[src/logic/crro_consts.svh]
// Constants for the return and rotate instruction block.
// Assumes a 14-bit instruction word and an 8-bit data path.
`ifndef CRRO_CONSTS_SVH
`define CRRO_CONSTS_SVH
`define CRRO_OPC_LIT_HI     4'hd
`define CRRO_OPC_ROT_HI     6'h0c
`define CRRO_OPC_CFG        14'h0062
`define CRRO_OPC_POP        14'h0008
`define CRRO_ROT_DEST_BIT   7
`define CRRO_GRP_MSB        13
`define CRRO_LIT_GRP_LSB    10
`define CRRO_ROT_GRP_LSB    8
`define CRRO_LIT_MSB        7
`define CRRO_LIT_LSB        0
`define CRRO_DATA_LSB       0
`define CRRO_FREG_RESET     8'h00
`define CRRO_W_RESET        8'h00
`define CRRO_CFG_RESET      8'hff
`define CRRO_PC_RESET       13'h0000
`endif

[src/logic/crro_pkg.sv]
// Types shared by the return and rotate instruction block.
// Assumes the consts header is included where numbers are needed.
package crro_pkg;
   typedef enum logic [1:0] {crro_exec, crro_flush} crro_state_t;
endpackage

[src/logic/crro_core.sv]
// Executes config-load, literal return, plain return and rotate-right-through-carry.
// Assumes a fetch unit presents one instruction per enabled cycle and a stack that pops on request.
`include "crro_consts.svh"

module crro_core
#(
   parameter int PC_W   = 13,
   parameter int FADR_W = 7
)
(
   input  wire logic              clock,
   input  wire logic              resetn,
   input  wire logic              cycle_en,
   input  wire logic [13:0]       instr,
   input  wire logic [7:0]        file_rdata,
   input  wire logic [PC_W-1:0]   stack_top,
   input  wire logic              cfg_wr,
   input  wire logic [7:0]        cfg_wdata,
   output logic      [FADR_W-1:0] file_addr,
   output logic                   file_we,
   output logic      [7:0]        file_wdata,
   output logic                   stack_pop,
   output logic                   pc_load,
   output logic      [PC_W-1:0]   pc,
   output logic      [7:0]        w,
   output logic                   carry,
   output logic      [7:0]        timer_cfg,
   output logic                   busy
);
   localparam int DATA_W = 8;

   logic                  rst_s1;
   logic                  rst_n;
   crro_pkg::crro_state_t state;
   crro_pkg::crro_state_t next_state;
   logic [DATA_W-1:0]     next_w;
   logic                  next_carry;
   logic [PC_W-1:0]       next_pc;
   logic [DATA_W-1:0]     next_timer_cfg;

   // Field matchers; the don't-care bits of an encoding take no part in the compare
   function automatic logic match_lit(input logic [13:0] word);
      return word[`CRRO_GRP_MSB:`CRRO_LIT_GRP_LSB] == `CRRO_OPC_LIT_HI;
   endfunction

   function automatic logic match_rot(input logic [13:0] word);
      return word[`CRRO_GRP_MSB:`CRRO_ROT_GRP_LSB] == `CRRO_OPC_ROT_HI;
   endfunction

   function automatic logic match_word(input logic [13:0] word, input logic [13:0] code);
      return word == code;
   endfunction

   always_ff @(posedge clock or negedge resetn)
   begin
      if (!resetn)
      begin
         rst_s1 <= 1'b0;
         rst_n  <= 1'b0;
      end
      else
      begin
         rst_s1 <= 1'b1;
         rst_n  <= rst_s1;
      end
   end

   // Decode; instructions are ignored in the flush cycle of a two-cycle return
   wire              executing   = cycle_en && (state == crro_pkg::crro_exec);
   wire              is_lit      = executing && match_lit(instr);
   wire              is_pop      = executing && match_word(instr, `CRRO_OPC_POP);
   wire              is_cfg      = executing && match_word(instr, `CRRO_OPC_CFG);
   wire              is_rot      = executing && match_rot(instr);
   wire              rot_to_f    = instr[`CRRO_ROT_DEST_BIT];
   wire              rot_to_w    = is_rot && !rot_to_f;
   wire              flow_change = is_lit || is_pop;
   wire [DATA_W-1:0] rot_result;

   // Each bit takes its upper neighbour; the old carry fills the top
   genvar bit_i;
   generate
      for (bit_i = 0; bit_i < DATA_W - 1; bit_i++)
      begin : g_rot
         assign rot_result[bit_i] = file_rdata[bit_i + 1];
      end
   endgenerate
   assign rot_result[DATA_W-1] = carry;

   assign file_addr  = instr[FADR_W-1:0];
   assign file_we    = is_rot && rot_to_f;
   assign file_wdata = rot_result;
   assign stack_pop  = flow_change;
   assign pc_load    = flow_change;
   assign busy       = (state == crro_pkg::crro_flush);

   // Second cycle discards the prefetched word after the flow change
   always_comb
   begin
      next_state = state;
      case (state)
         crro_pkg::crro_exec:
         begin
            if (flow_change)
            begin
               next_state = crro_pkg::crro_flush;
            end
         end
         crro_pkg::crro_flush:
         begin
            if (cycle_en)
            begin
               next_state = crro_pkg::crro_exec;
            end
         end
         default:
         begin
            next_state = crro_pkg::crro_exec;
         end
      endcase
   end

   always_comb
   begin
      next_w = w;
      if (is_lit)
      begin
         next_w = instr[`CRRO_LIT_MSB:`CRRO_LIT_LSB];
      end
      else if (rot_to_w)
      begin
         next_w = rot_result;
      end
   end

   // Only a rotate touches carry; returns and the config load leave status alone
   always_comb
   begin
      next_carry = carry;
      if (is_rot)
      begin
         next_carry = file_rdata[`CRRO_DATA_LSB];
      end
   end

   always_comb
   begin
      next_pc = pc;
      if (pc_load)
      begin
         next_pc = stack_top;
      end
   end

   // Instruction load wins over a same-cycle file-bus write
   always_comb
   begin
      next_timer_cfg = timer_cfg;
      if (is_cfg)
      begin
         next_timer_cfg = w;
      end
      else if (cfg_wr)
      begin
         next_timer_cfg = cfg_wdata;
      end
   end

   always_ff @(posedge clock or negedge rst_n)
   begin
      if (!rst_n)
      begin
         state <= crro_pkg::crro_exec;
      end
      else
      begin
         state <= next_state;
      end
   end

   always_ff @(posedge clock or negedge rst_n)
   begin
      if (!rst_n)
      begin
         pc <= `CRRO_PC_RESET;
      end
      else
      begin
         pc <= next_pc;
      end
   end

   always_ff @(posedge clock or negedge rst_n)
   begin
      if (!rst_n)
      begin
         w <= `CRRO_W_RESET;
      end
      else
      begin
         w <= next_w;
      end
   end

   always_ff @(posedge clock or negedge rst_n)
   begin
      if (!rst_n)
      begin
         carry <= 1'b0;
      end
      else
      begin
         carry <= next_carry;
      end
   end

   always_ff @(posedge clock or negedge rst_n)
   begin
      if (!rst_n)
      begin
         timer_cfg <= `CRRO_CFG_RESET;
      end
      else
      begin
         timer_cfg <= next_timer_cfg;
      end
   end
endmodule

[config.mk]
export PLATFORM = sky130hd
export DESIGN_NAME = crro_core
export DESIGN_NICKNAME = d
export VERILOG_FILES = /design/src/logic/crro_pkg.sv /design/src/logic/crro_core.sv
export VERILOG_INCLUDE_DIRS = /design/src /design/src/logic
export SDC_FILE = /design/constraint.sdc
export NUM_CORES = 1
export LEC_CHECK = 0
export BUFFER_PORTS_ARGS = -buffer_cell sky130_fd_sc_hd__buf_2
export CAP_MARGIN = 20
export CORE_MARGIN = 1.5
export CORE_UTILIZATION = 46
export DETAILED_ROUTE_END_ITERATION = 8
export MAX_ROUTING_LAYER = met4
export PLACE_DENSITY = 0.95
export SLEW_MARGIN = 15
export SYNTH_ARGS = -nofsm -noshare
export SYNTH_HDL_FRONTEND = slang
export SYNTH_SLANG_ARGS = --single-unit
[constraint.sdc]
create_clock -name clock -period 3.4 [get_ports clock]
set_input_delay 0.17 -clock clock [delete_from_list [all_inputs] [get_ports clock]]
set_output_delay 0.17 -clock clock [all_outputs]
set_load 0.01 [all_outputs]
==> impl_metrics.ini, run 1 <==
[synthesis]
synth_top_area_frac = 0.3962
syn_area_sq_um = 1579
netlist_top_cells_area = dfrtp_1 40%, dfstp_2 13%, mux2_2 10%
avgSynthCellArea_sq_um = 10.97
yosys_warnings = 0
ys_seq_area_frac = 0.5293
syn_inst = 144
ys_seq_elements = 33
yosys.cell_types.count = 28
syn-num-nets = 191
synth_top_cell_by_area = dfrtp_1

[critical_path]
r2r_start = state[0]
cp.required_ns = 3.23
worst_ep_arrival_time_ns = 2.24
crit_fanout = 18
r2r_slack_ns = 1.21
cp-start-kind = flip-flop
critPathLaunch = state[0]
worstSetupPathType = flip-flop to output port
end_kind = output port

[sta]
finalCritPeriodShare = 0.7089
rsz0062_at_grt = no
drv_slew = 0
tightest_slew_ns = 0.6204
final_hold_viol_count = 0
fmax_ghz = 0.4149
setup_ws_ns = 0.9899
max-slew-margin-rel = 0.5851
finalSetupViolCount = 0
fin_crit_ns = 2.410
clock_skew_ns = 0.003447
tns_ns = 0

[global_routing]
grt_pass1_wl_microns = 5002
grt_pass1_vias = 1108
grt_max_degree = 32
antenna_found_initial = 0
grtUsageTotal = 0.1928
gr-total-overflow = 0

[hold_path]
holdCritStartpoint = stack_top[0]
hold_path.class = input port to flip-flop

[finish]
syn_to_final_growth_pct = 30.51
nets = 273
stdcell_count = 273
fin_util = 0.6224
mostFrequentLayoutCells = 95 x buf_2, 25 x dfrtp_1, 16 x nor2_1
drive_gt1_frac = 0.5595
diodes = 0
fin_area_sq_um = 2061
final_common_cell = buf_2

[cts]
cts.repair.resized = 0
cts_buffers = 5
cts_sinks = 33
clk_latency_ns = 0.33
post-cts-setup-buffers = 0
h-tree-depth = 2
clk_pin_slew_ns = 0.10
root_buffer = clkbuf_4
cts_tree = done
clock_tree.buffer_depth = 2

[drt]
antenna_left = 0
drt_iter0_drc = 53
vias = 1323
wl_per_cell_microns = 12.49
vias_per_cell = 4.846
route.detailed.drc = 0
routed_wl_microns = 3411
first_pass_iters = 4

[floorplanning]
dieWidth_microns = 61.59
fp-row-count = 21
start_util = 0.4769
ioPinCount = 96
core_area_sq_um = 3311
die_area_sq_um = 3793
die_y_microns = 61.59

[place]
port_buffers = 95
dp_hpwl_microns = 2664
place_ws_ns = 1.227
post_dp_cell_area_sq_um = 1966
post-place-cells = 264
gp_congestion = 0.7513

[power_and_ir_drop]
irDropWorstVdd_mv = 0.3050
p_per_area_nw_per_um2 = 518.2
leakage_nw = 1.087

[outcome]
status = complete, no violations

[job]
max_cap_viol_count = 0
per-stage QoR:
step	total power, mW	hold slack (ns)
global placement	0.7670	-0.04474
global route	1.129	0.03689
CTS	1.084	0.04676
detailed placement	0.7786	-0.04452
floorplan	0.6568	-0.1256
finish	1.068	0.06153
kinds of logic (layout without fill, tap and decap cells):
family,Yosys count,after routing,share of synthesized area
mux,22,22,0.1506
buf+inv,24,107,0.1022
other cells,1,1,0.002375
compound gates,17,17,0.06102
simple gates,47,47,0.1545
flops,33,33,0.5293
area by class of cell:
type                    count  area [sq um]
inverters                   2         7.507
repair buffers             97         493.0
fillers                   308          1250
well taps                  46         57.56
clock buffers               7         55.05
multi-input cells          87         581.8
flip-flops and latches     33         835.8
clock inverters             1         30.03
cells in the mapped netlist:
library cell,number
conb_1,1
nand4b_2,1
buf_6,1
or3_1,1
nor3_1,1
a31oi_1,8
o22ai_1,1
a21oi_1,8
buf_1,1
nand4b_1,1
dfrtp_1,25
dfstp_2,8
nand2_1,15
nor4_1,2
inv_1,2
nor2_1,16
nor4b_1,2
nand3_1,1
clkbuf_1,3
and4_1,1
mux2i_1,8
nand2b_1,1
buf_4,17
and3b_1,1
and4b_1,1
mux2_2,14
or4_4,1
nand4_1,2
worst paths after layout:
check | end | depth (start not counted)
max | pc_load | 4
min | pc[0] | 2
max reg2reg | pc[12] | 4
min reg2reg | pc[8] | 1
max in group asynchronous | timer_cfg[2] | 1
min in group asynchronous | rst_s1 | 2
worst max-delay path, cell delays in order, from the launching register on:
cell and delay, ns:
dfrtp_1 0.42, and3b_1 0.27, nand4b_2 0.38, nand2_1 0.60
buf_2 0.24
report_power, final:
group          internal [mW]  switching, mW  total [mW]  leakage [nW]
combinational          0.127          0.125       0.252         0.657
clock                  0.176          0.125       0.301        0.0455
sequential             0.472         0.0433       0.515         0.385
sequential cells by signal (all words and copies together) (netlist names):
register,cells
pc,13
timer_cfg,8
w,8
carry,1
rst_n,1
rst_s1,1
state,1
what timing repair did:
action                                  4_1_cts  5_1_grt
endpoints found under the setup margin        0        0
hold buffers                                  1        0
endpoints found under the hold margin         2        0
routing by layer:
layer	part of all wire	GRT usage
met5	0	-
met4	0.016	0.08207
met3	0.078	0.06303
met2	0.48	0.2767
met1	0.42	0.2497
No activity file was read; power rests on OpenSTA's default activity.
==> run 2: changes to the inputs <==
--- a/config.mk
+++ b/config.mk
@@ -9,10 +9,10 @@
 export BUFFER_PORTS_ARGS = -buffer_cell sky130_fd_sc_hd__buf_2
 export CAP_MARGIN = 20
 export CORE_MARGIN = 1.5
-export CORE_UTILIZATION = 46
+export CORE_UTILIZATION = 38
 export DETAILED_ROUTE_END_ITERATION = 8
 export MAX_ROUTING_LAYER = met4
-export PLACE_DENSITY = 0.95
+export PLACE_DENSITY = 0.87
 export SLEW_MARGIN = 15
 export SYNTH_ARGS = -nofsm -noshare
 export SYNTH_HDL_FRONTEND = slang
==> constraint.sdc (replaced) <==
create_clock -name clock -period 2.1 [get_ports clock]
set_input_delay 0.105 -clock clock [delete_from_list [all_inputs] [get_ports clock]]
set_output_delay 0.105 -clock clock [all_outputs]
set_load 0.01 [all_outputs]
==> impl_metrics.ini, run 2 (same netlist as run 1, synthesis figures left out) <==
[place]
gp_congestion = 0.8814
post-place-cells = 271
place_ws_ns = 0.2706
dp_hpwl_microns = 2861
port_buffers = 95

[power_and_ir_drop]
leakage_nw = 1.105
irDropWorstVdd_mv = 0.3646
p_per_area_nw_per_um2 = 818.5
power_switching_uw = 482.8
power_frac_comb = 0.234
total_power_mw = 1.724
p_int_mw = 1.241
switching_share = 0.2801
pwr-share-clk = 0.276
p_seq_frac = 0.490

[sta]
max-slew-margin-rel = 0.5581
finalSetupViolCount = 0
drv_slew = 0
tns_ns = 0
finalCritPeriodShare = 0.9227
final_hold_viol_count = 0
fmax_ghz = 0.5161
tightest_slew_ns = 0.6629
clock_skew_ns = 0.006104
holdWs_ns = 0.05326
fin_crit_ns = 1.938
setup_ws_ns = 0.1623
rsz0062_at_grt = no

[cts]
post-cts-setup-buffers = 0
root_buffer = clkbuf_8
clock_tree.buffer_depth = 2
cts_tree = done
cts_buffers = 5
clk_latency_ns = 0.28
h-tree-depth = 2
clk_pin_slew_ns = 0.07
cts_sinks = 33

[critical_path]
reg2reg_depth = 5
end_kind = output port
crit_fanout = 15
worst_ep_arrival_time_ns = 1.83
cp.required_ns = 2.00
worstSetupPathType = flip-flop to output port
cp-start-kind = flip-flop

[drt]
first_pass_iters = 4
antenna_left = 0
routed_wl_microns = 3622
vias = 1352
wl_per_cell_microns = 12.94
vias_per_cell = 4.829
drt_iter0_drc = 32
route.detailed.drc = 0

[finish]
fillers = 380
drive_gt1_frac = 0.5609
syn_to_final_growth_pct = 33.36
largest_register_ffs = 13
multi_input_area_sq_um = 581.8
largest_registers = pc x13, timer_cfg x8, w x8
diodes = 0
nets = 276
ff_latch_area_sq_um = 835.8
stdcell_count = 280
top_register = pc
mostFrequentLayoutCells = 95 x buf_2, 25 x dfrtp_1, 16 x nor2_1
final_common_cell = buf_2

[global_routing]
grt_max_degree = 18
gr-total-overflow = 0
grtUsageTotal = 0.1663
grt_pass1_vias = 1177
antenna_found_initial = 0
grt_pass1_wl_microns = 5382

[hold_path]
hold-path-cell-count = 2
hold_path.class = input port to flip-flop

[floorplanning]
dieWidth_microns = 67.46
die_y_microns = 67.46
fp-row-count = 23
core_area_sq_um = 4000
ioPinCount = 96
start_util = 0.3947
die_area_sq_um = 4551

[job]
max_cap_viol_count = 0

[outcome]
status = complete, no violations
[run 2: changes by cell type in the layout (fill, tap and decap cells not counted)]
| cell | change |
|---|---|
| buf_4 | +2 |
| clkbuf_8 | +5 |
| clkbuf_4 | -5 |
| clkbuf_1 | +1 |
| buf_12 | +1 |
| bufinv_16 | -1 |
[run 2: area by class of cell]
cell class                 count  share of cell area
tap                           50             0.02971
clock buffer                   8             0.04278
multi-input combinational     87              0.2763
inverter                       2            0.003565
timing repair buffer         100              0.2507
sequential                    33              0.3969
[run 2: metrics by stage]
step,area [sq um],utilization
6_report,2106,0.5264
5_1_grt,2106,0.5264
4_1_cts,2106,0.5264
3_5_place_dp,2006,0.5014
3_3_place_gp,2006,0.5014
2_1_floorplan,1579,-
[run 2: what timing repair did]
item | 4_1_cts | 5_1_grt
hold endpoints to repair | 2 | 0
resized for setup | 0 | 0
hold buffers | 1 | 0
[run 2: worst max-delay path, cell delays in order, from the launching register on]
cell	delay, ns
dfrtp_1	0.42
nor4b_1	0.43
nand4_1	0.19
nand2_1	0.12
buf_4	0.22
buf_2	0.17
[run 2: final timing paths]
| kind | endpoint | slack [ns] | from |
|---|---|---|---|
| worst max-delay path | pc_load | 0.16 | state[0] |
| worst min-delay path | pc[2] | 0.05 | stack_top[2] |
| worst max register to register | pc[4] | 0.24 | state[0] |
| worst min register to register | pc[8] | 0.27 | rst_n |
| max in group asynchronous | timer_cfg[1] | 1.22 | rst_n |
| min in group asynchronous | rst_n | 0.15 | resetn |
[run 2: routing by layer]
layer	vias up	track usage	share of wire
met3	4	0.05500	0.067
met5	-	-	0
li1	653	-	-
met1	635	0.1979	0.43
met2	60	0.2696	0.50
met4	0	0.04592	0.0075
[run 2: power by group through the flow]
stage / Combinational (mW) / Sequential [mW] / Clock (mW)
floorplan: 0.157 / 0.906 / 0
global placement: 0.395 / 0.853 / 0
detailed placement: 0.406 / 0.857 / 0
CTS: 0.410 / 0.846 / 0.500
global route: 0.446 / 0.862 / 0.536
finish: 0.404 / 0.844 / 0.476
==> run 3: changes to the inputs <==
--- a/config.mk
+++ b/config.mk
@@ -6,13 +6,14 @@
 export SDC_FILE = /design/constraint.sdc
 export NUM_CORES = 1
 export LEC_CHECK = 0
+export ABC_AREA = 1
 export BUFFER_PORTS_ARGS = -buffer_cell sky130_fd_sc_hd__buf_2
 export CAP_MARGIN = 20
 export CORE_MARGIN = 1.5
-export CORE_UTILIZATION = 38
+export CORE_UTILIZATION = 41
 export DETAILED_ROUTE_END_ITERATION = 8
 export MAX_ROUTING_LAYER = met4
-export PLACE_DENSITY = 0.87
+export PLACE_DENSITY = 0.88
 export SLEW_MARGIN = 15
 export SYNTH_ARGS = -nofsm -noshare
 export SYNTH_HDL_FRONTEND = slang
==> impl_metrics.ini, run 3 <==
[outcome]
violations = design-rule violations
status = complete, but fails checks

[hold_path]
hold_path.class = input port to flip-flop
holdCritStartpoint = stack_top[10]

[synthesis]
avgSynthCellArea_sq_um = 7.596
syn-num-nets = 300
syn_area_sq_um = 1922
async_flop_share = 1.000
synth_flop_cell = dfrtp_1
synthTopCellsByCount = 97 x nand2_1, 43 x nand3_1, 25 x dfrtp_1
synth_top_cell_by_area = dfrtp_1
synth_edf_count = 0
yosys_warnings = 0
netlist_top_cells_area = dfrtp_1 33%, nand2_1 19%, nand3_1 11%
ys_seq_elements = 33
synth.most_common_cell = nand2_1
syn_inst = 253
synth_top_area_frac = 0.3255
yosys.cell_types.count = 23
ys_seq_area_frac = 0.4349

[finish]
diodes = 0
drive_gt1_frac = 0.3851
mostFrequentLayoutCells = 97 x nand2_1, 95 x buf_2, 43 x nand3_1
final_common_cell = nand2_1
nets = 381
fin_area_sq_um = 2391
syn_to_final_growth_pct = 24.41
stdcell_count = 387
largest_registers = pc x13, timer_cfg x8, w x8
top_register = pc
largest_register_ffs = 13

[critical_path]
cp.required_ns = 2.00
cp-start-kind = flip-flop
crit_fanout = 32
worst_ep_arrival_time_ns = 1.84
critPathLaunch = state[0]
end_kind = output port
r2r_start = state[0]
worstSetupPathType = flip-flop to output port

[drt]
wl_per_cell_microns = 12.17
vias_per_cell = 4.891
drt_iter0_drc = 136
routed_wl_microns = 4709
route.detailed.drc = 6
vias = 1893
first_pass_iters = 7
antenna_left = 0

[floorplanning]
fp-row-count = 24
die_area_sq_um = 5107
dieWidth_microns = 71.47
die_y_microns = 71.47
core_area_sq_um = 4444
ioPinCount = 96
start_util = 0.4324

[place]
post_dp_cell_area_sq_um = 2295
post-place-cells = 378
place_ws_ns = 0.4730
port_buffers = 95
dp_hpwl_microns = 3648
gp_congestion = 0.8868

[global_routing]
grt_pass1_wl_microns = 7631
grt_pass1_vias = 1664
antenna_found_initial = 0
grt_max_degree = 33
gr-total-overflow = 0
grtUsageTotal = 0.1948

[power_and_ir_drop]
leakage_nw = 1.420
p_per_area_nw_per_um2 = 726.5
irDropWorstVdd_mv = 0.3933

[cts]
root_buffer = clkbuf_8
cts.repair.resized = 0
cts_hold_buf = 1
cts_tree = done
clk_latency_ns = 0.29
post-cts-setup-buffers = 0
clk_pin_slew_ns = 0.07
h-tree-depth = 2
cts_sinks = 33
cts_buffers = 5
clock_tree.buffer_depth = 2

[sta]
final_hold_viol_count = 0
finalCritPeriodShare = 0.9283
tns_ns = 0
finalSetupViolCount = 0
drv_slew = 0
rsz0062_at_grt = no
fmax_ghz = 0.5130
clock_skew_ns = 0.007734
fin_crit_ns = 1.949
setup_ws_ns = 0.1506

[job]
max_cap_viol_count = 0
run 3: cell count changes in the layout (fill, tap and decap cells not counted), sizes merged, moves of 3 or more:
cell	before	now
buf	99	96
mux2i	8	0
clkbuf	8	5
a21oi	8	0
a31oi	8	0
clkinv	0	3
nand4	2	10
nand3	1	45
inv	2	22
nand2	15	101
mux2	14	0
run 3: where the power goes:
part,leakage (nW),switching (mW),internal [mW]
Combinational,0.974,0.251,0.190
Clock,0.0439,0.244,0.229
Sequential,0.402,0.0708,0.753
Total,1.42,0.566,1.17
run 3: worst paths after layout:
check | slack [ns] | end | cells past startpoint
setup / recovery | 0.15 | stack_pop | 6
hold / removal | 0.01 | pc[10] | 3
setup reg to reg | 0.49 | pc[1] | 7
hold reg to reg | 0.25 | w[7] | 1
max in group asynchronous | 1.52 | timer_cfg[2] | 1
min in group asynchronous | 0.13 | rst_n | 2
run 3: cells by family after synthesis:
logic type / share of synthesized area
other cells: 0.001951
simple gates: 0.4206
buf+inv: 0.1361
flops: 0.4349
compound gates: 0.006509
run 3: layer usage:
metal	wire length (microns)	GRT usage
met1	2010	0.2462
met5	0	-
met2	2327	0.3198
met3	287	0.03657
met4	85	0.05870
run 3: worst max-delay path, cell delays in order (launching register included):
cell,delay [ns]
dfrtp_1,0.41
inv_2,0.07
nand2_2,0.10
nor2_8,0.17
nand3_4,0.33
nand2_4,0.30
buf_2,0.17
run 3: area by class of cell:
class	instances	area [sq um]
timing repair buffer	97	493.0
multi-input combinational	174	824.5
clock inverter	3	17.52
sequential	33	835.8
tap	52	65.06
fill	448	2053
inverter	23	86.33
clock buffer	5	68.82
run 3: metrics by stage:
step / hold slack (ns) / util / total power, mW
floorplan: -0.1906 / - / 1.079
global placement: -0.1091 / 0.5163 / 1.261
detailed placement: -0.1069 / 0.5163 / 1.277
CTS: 0.004594 / 0.5380 / 1.754
global route: 0.01278 / 0.5380 / 1.841
finish: 0.01189 / 0.5380 / 1.737
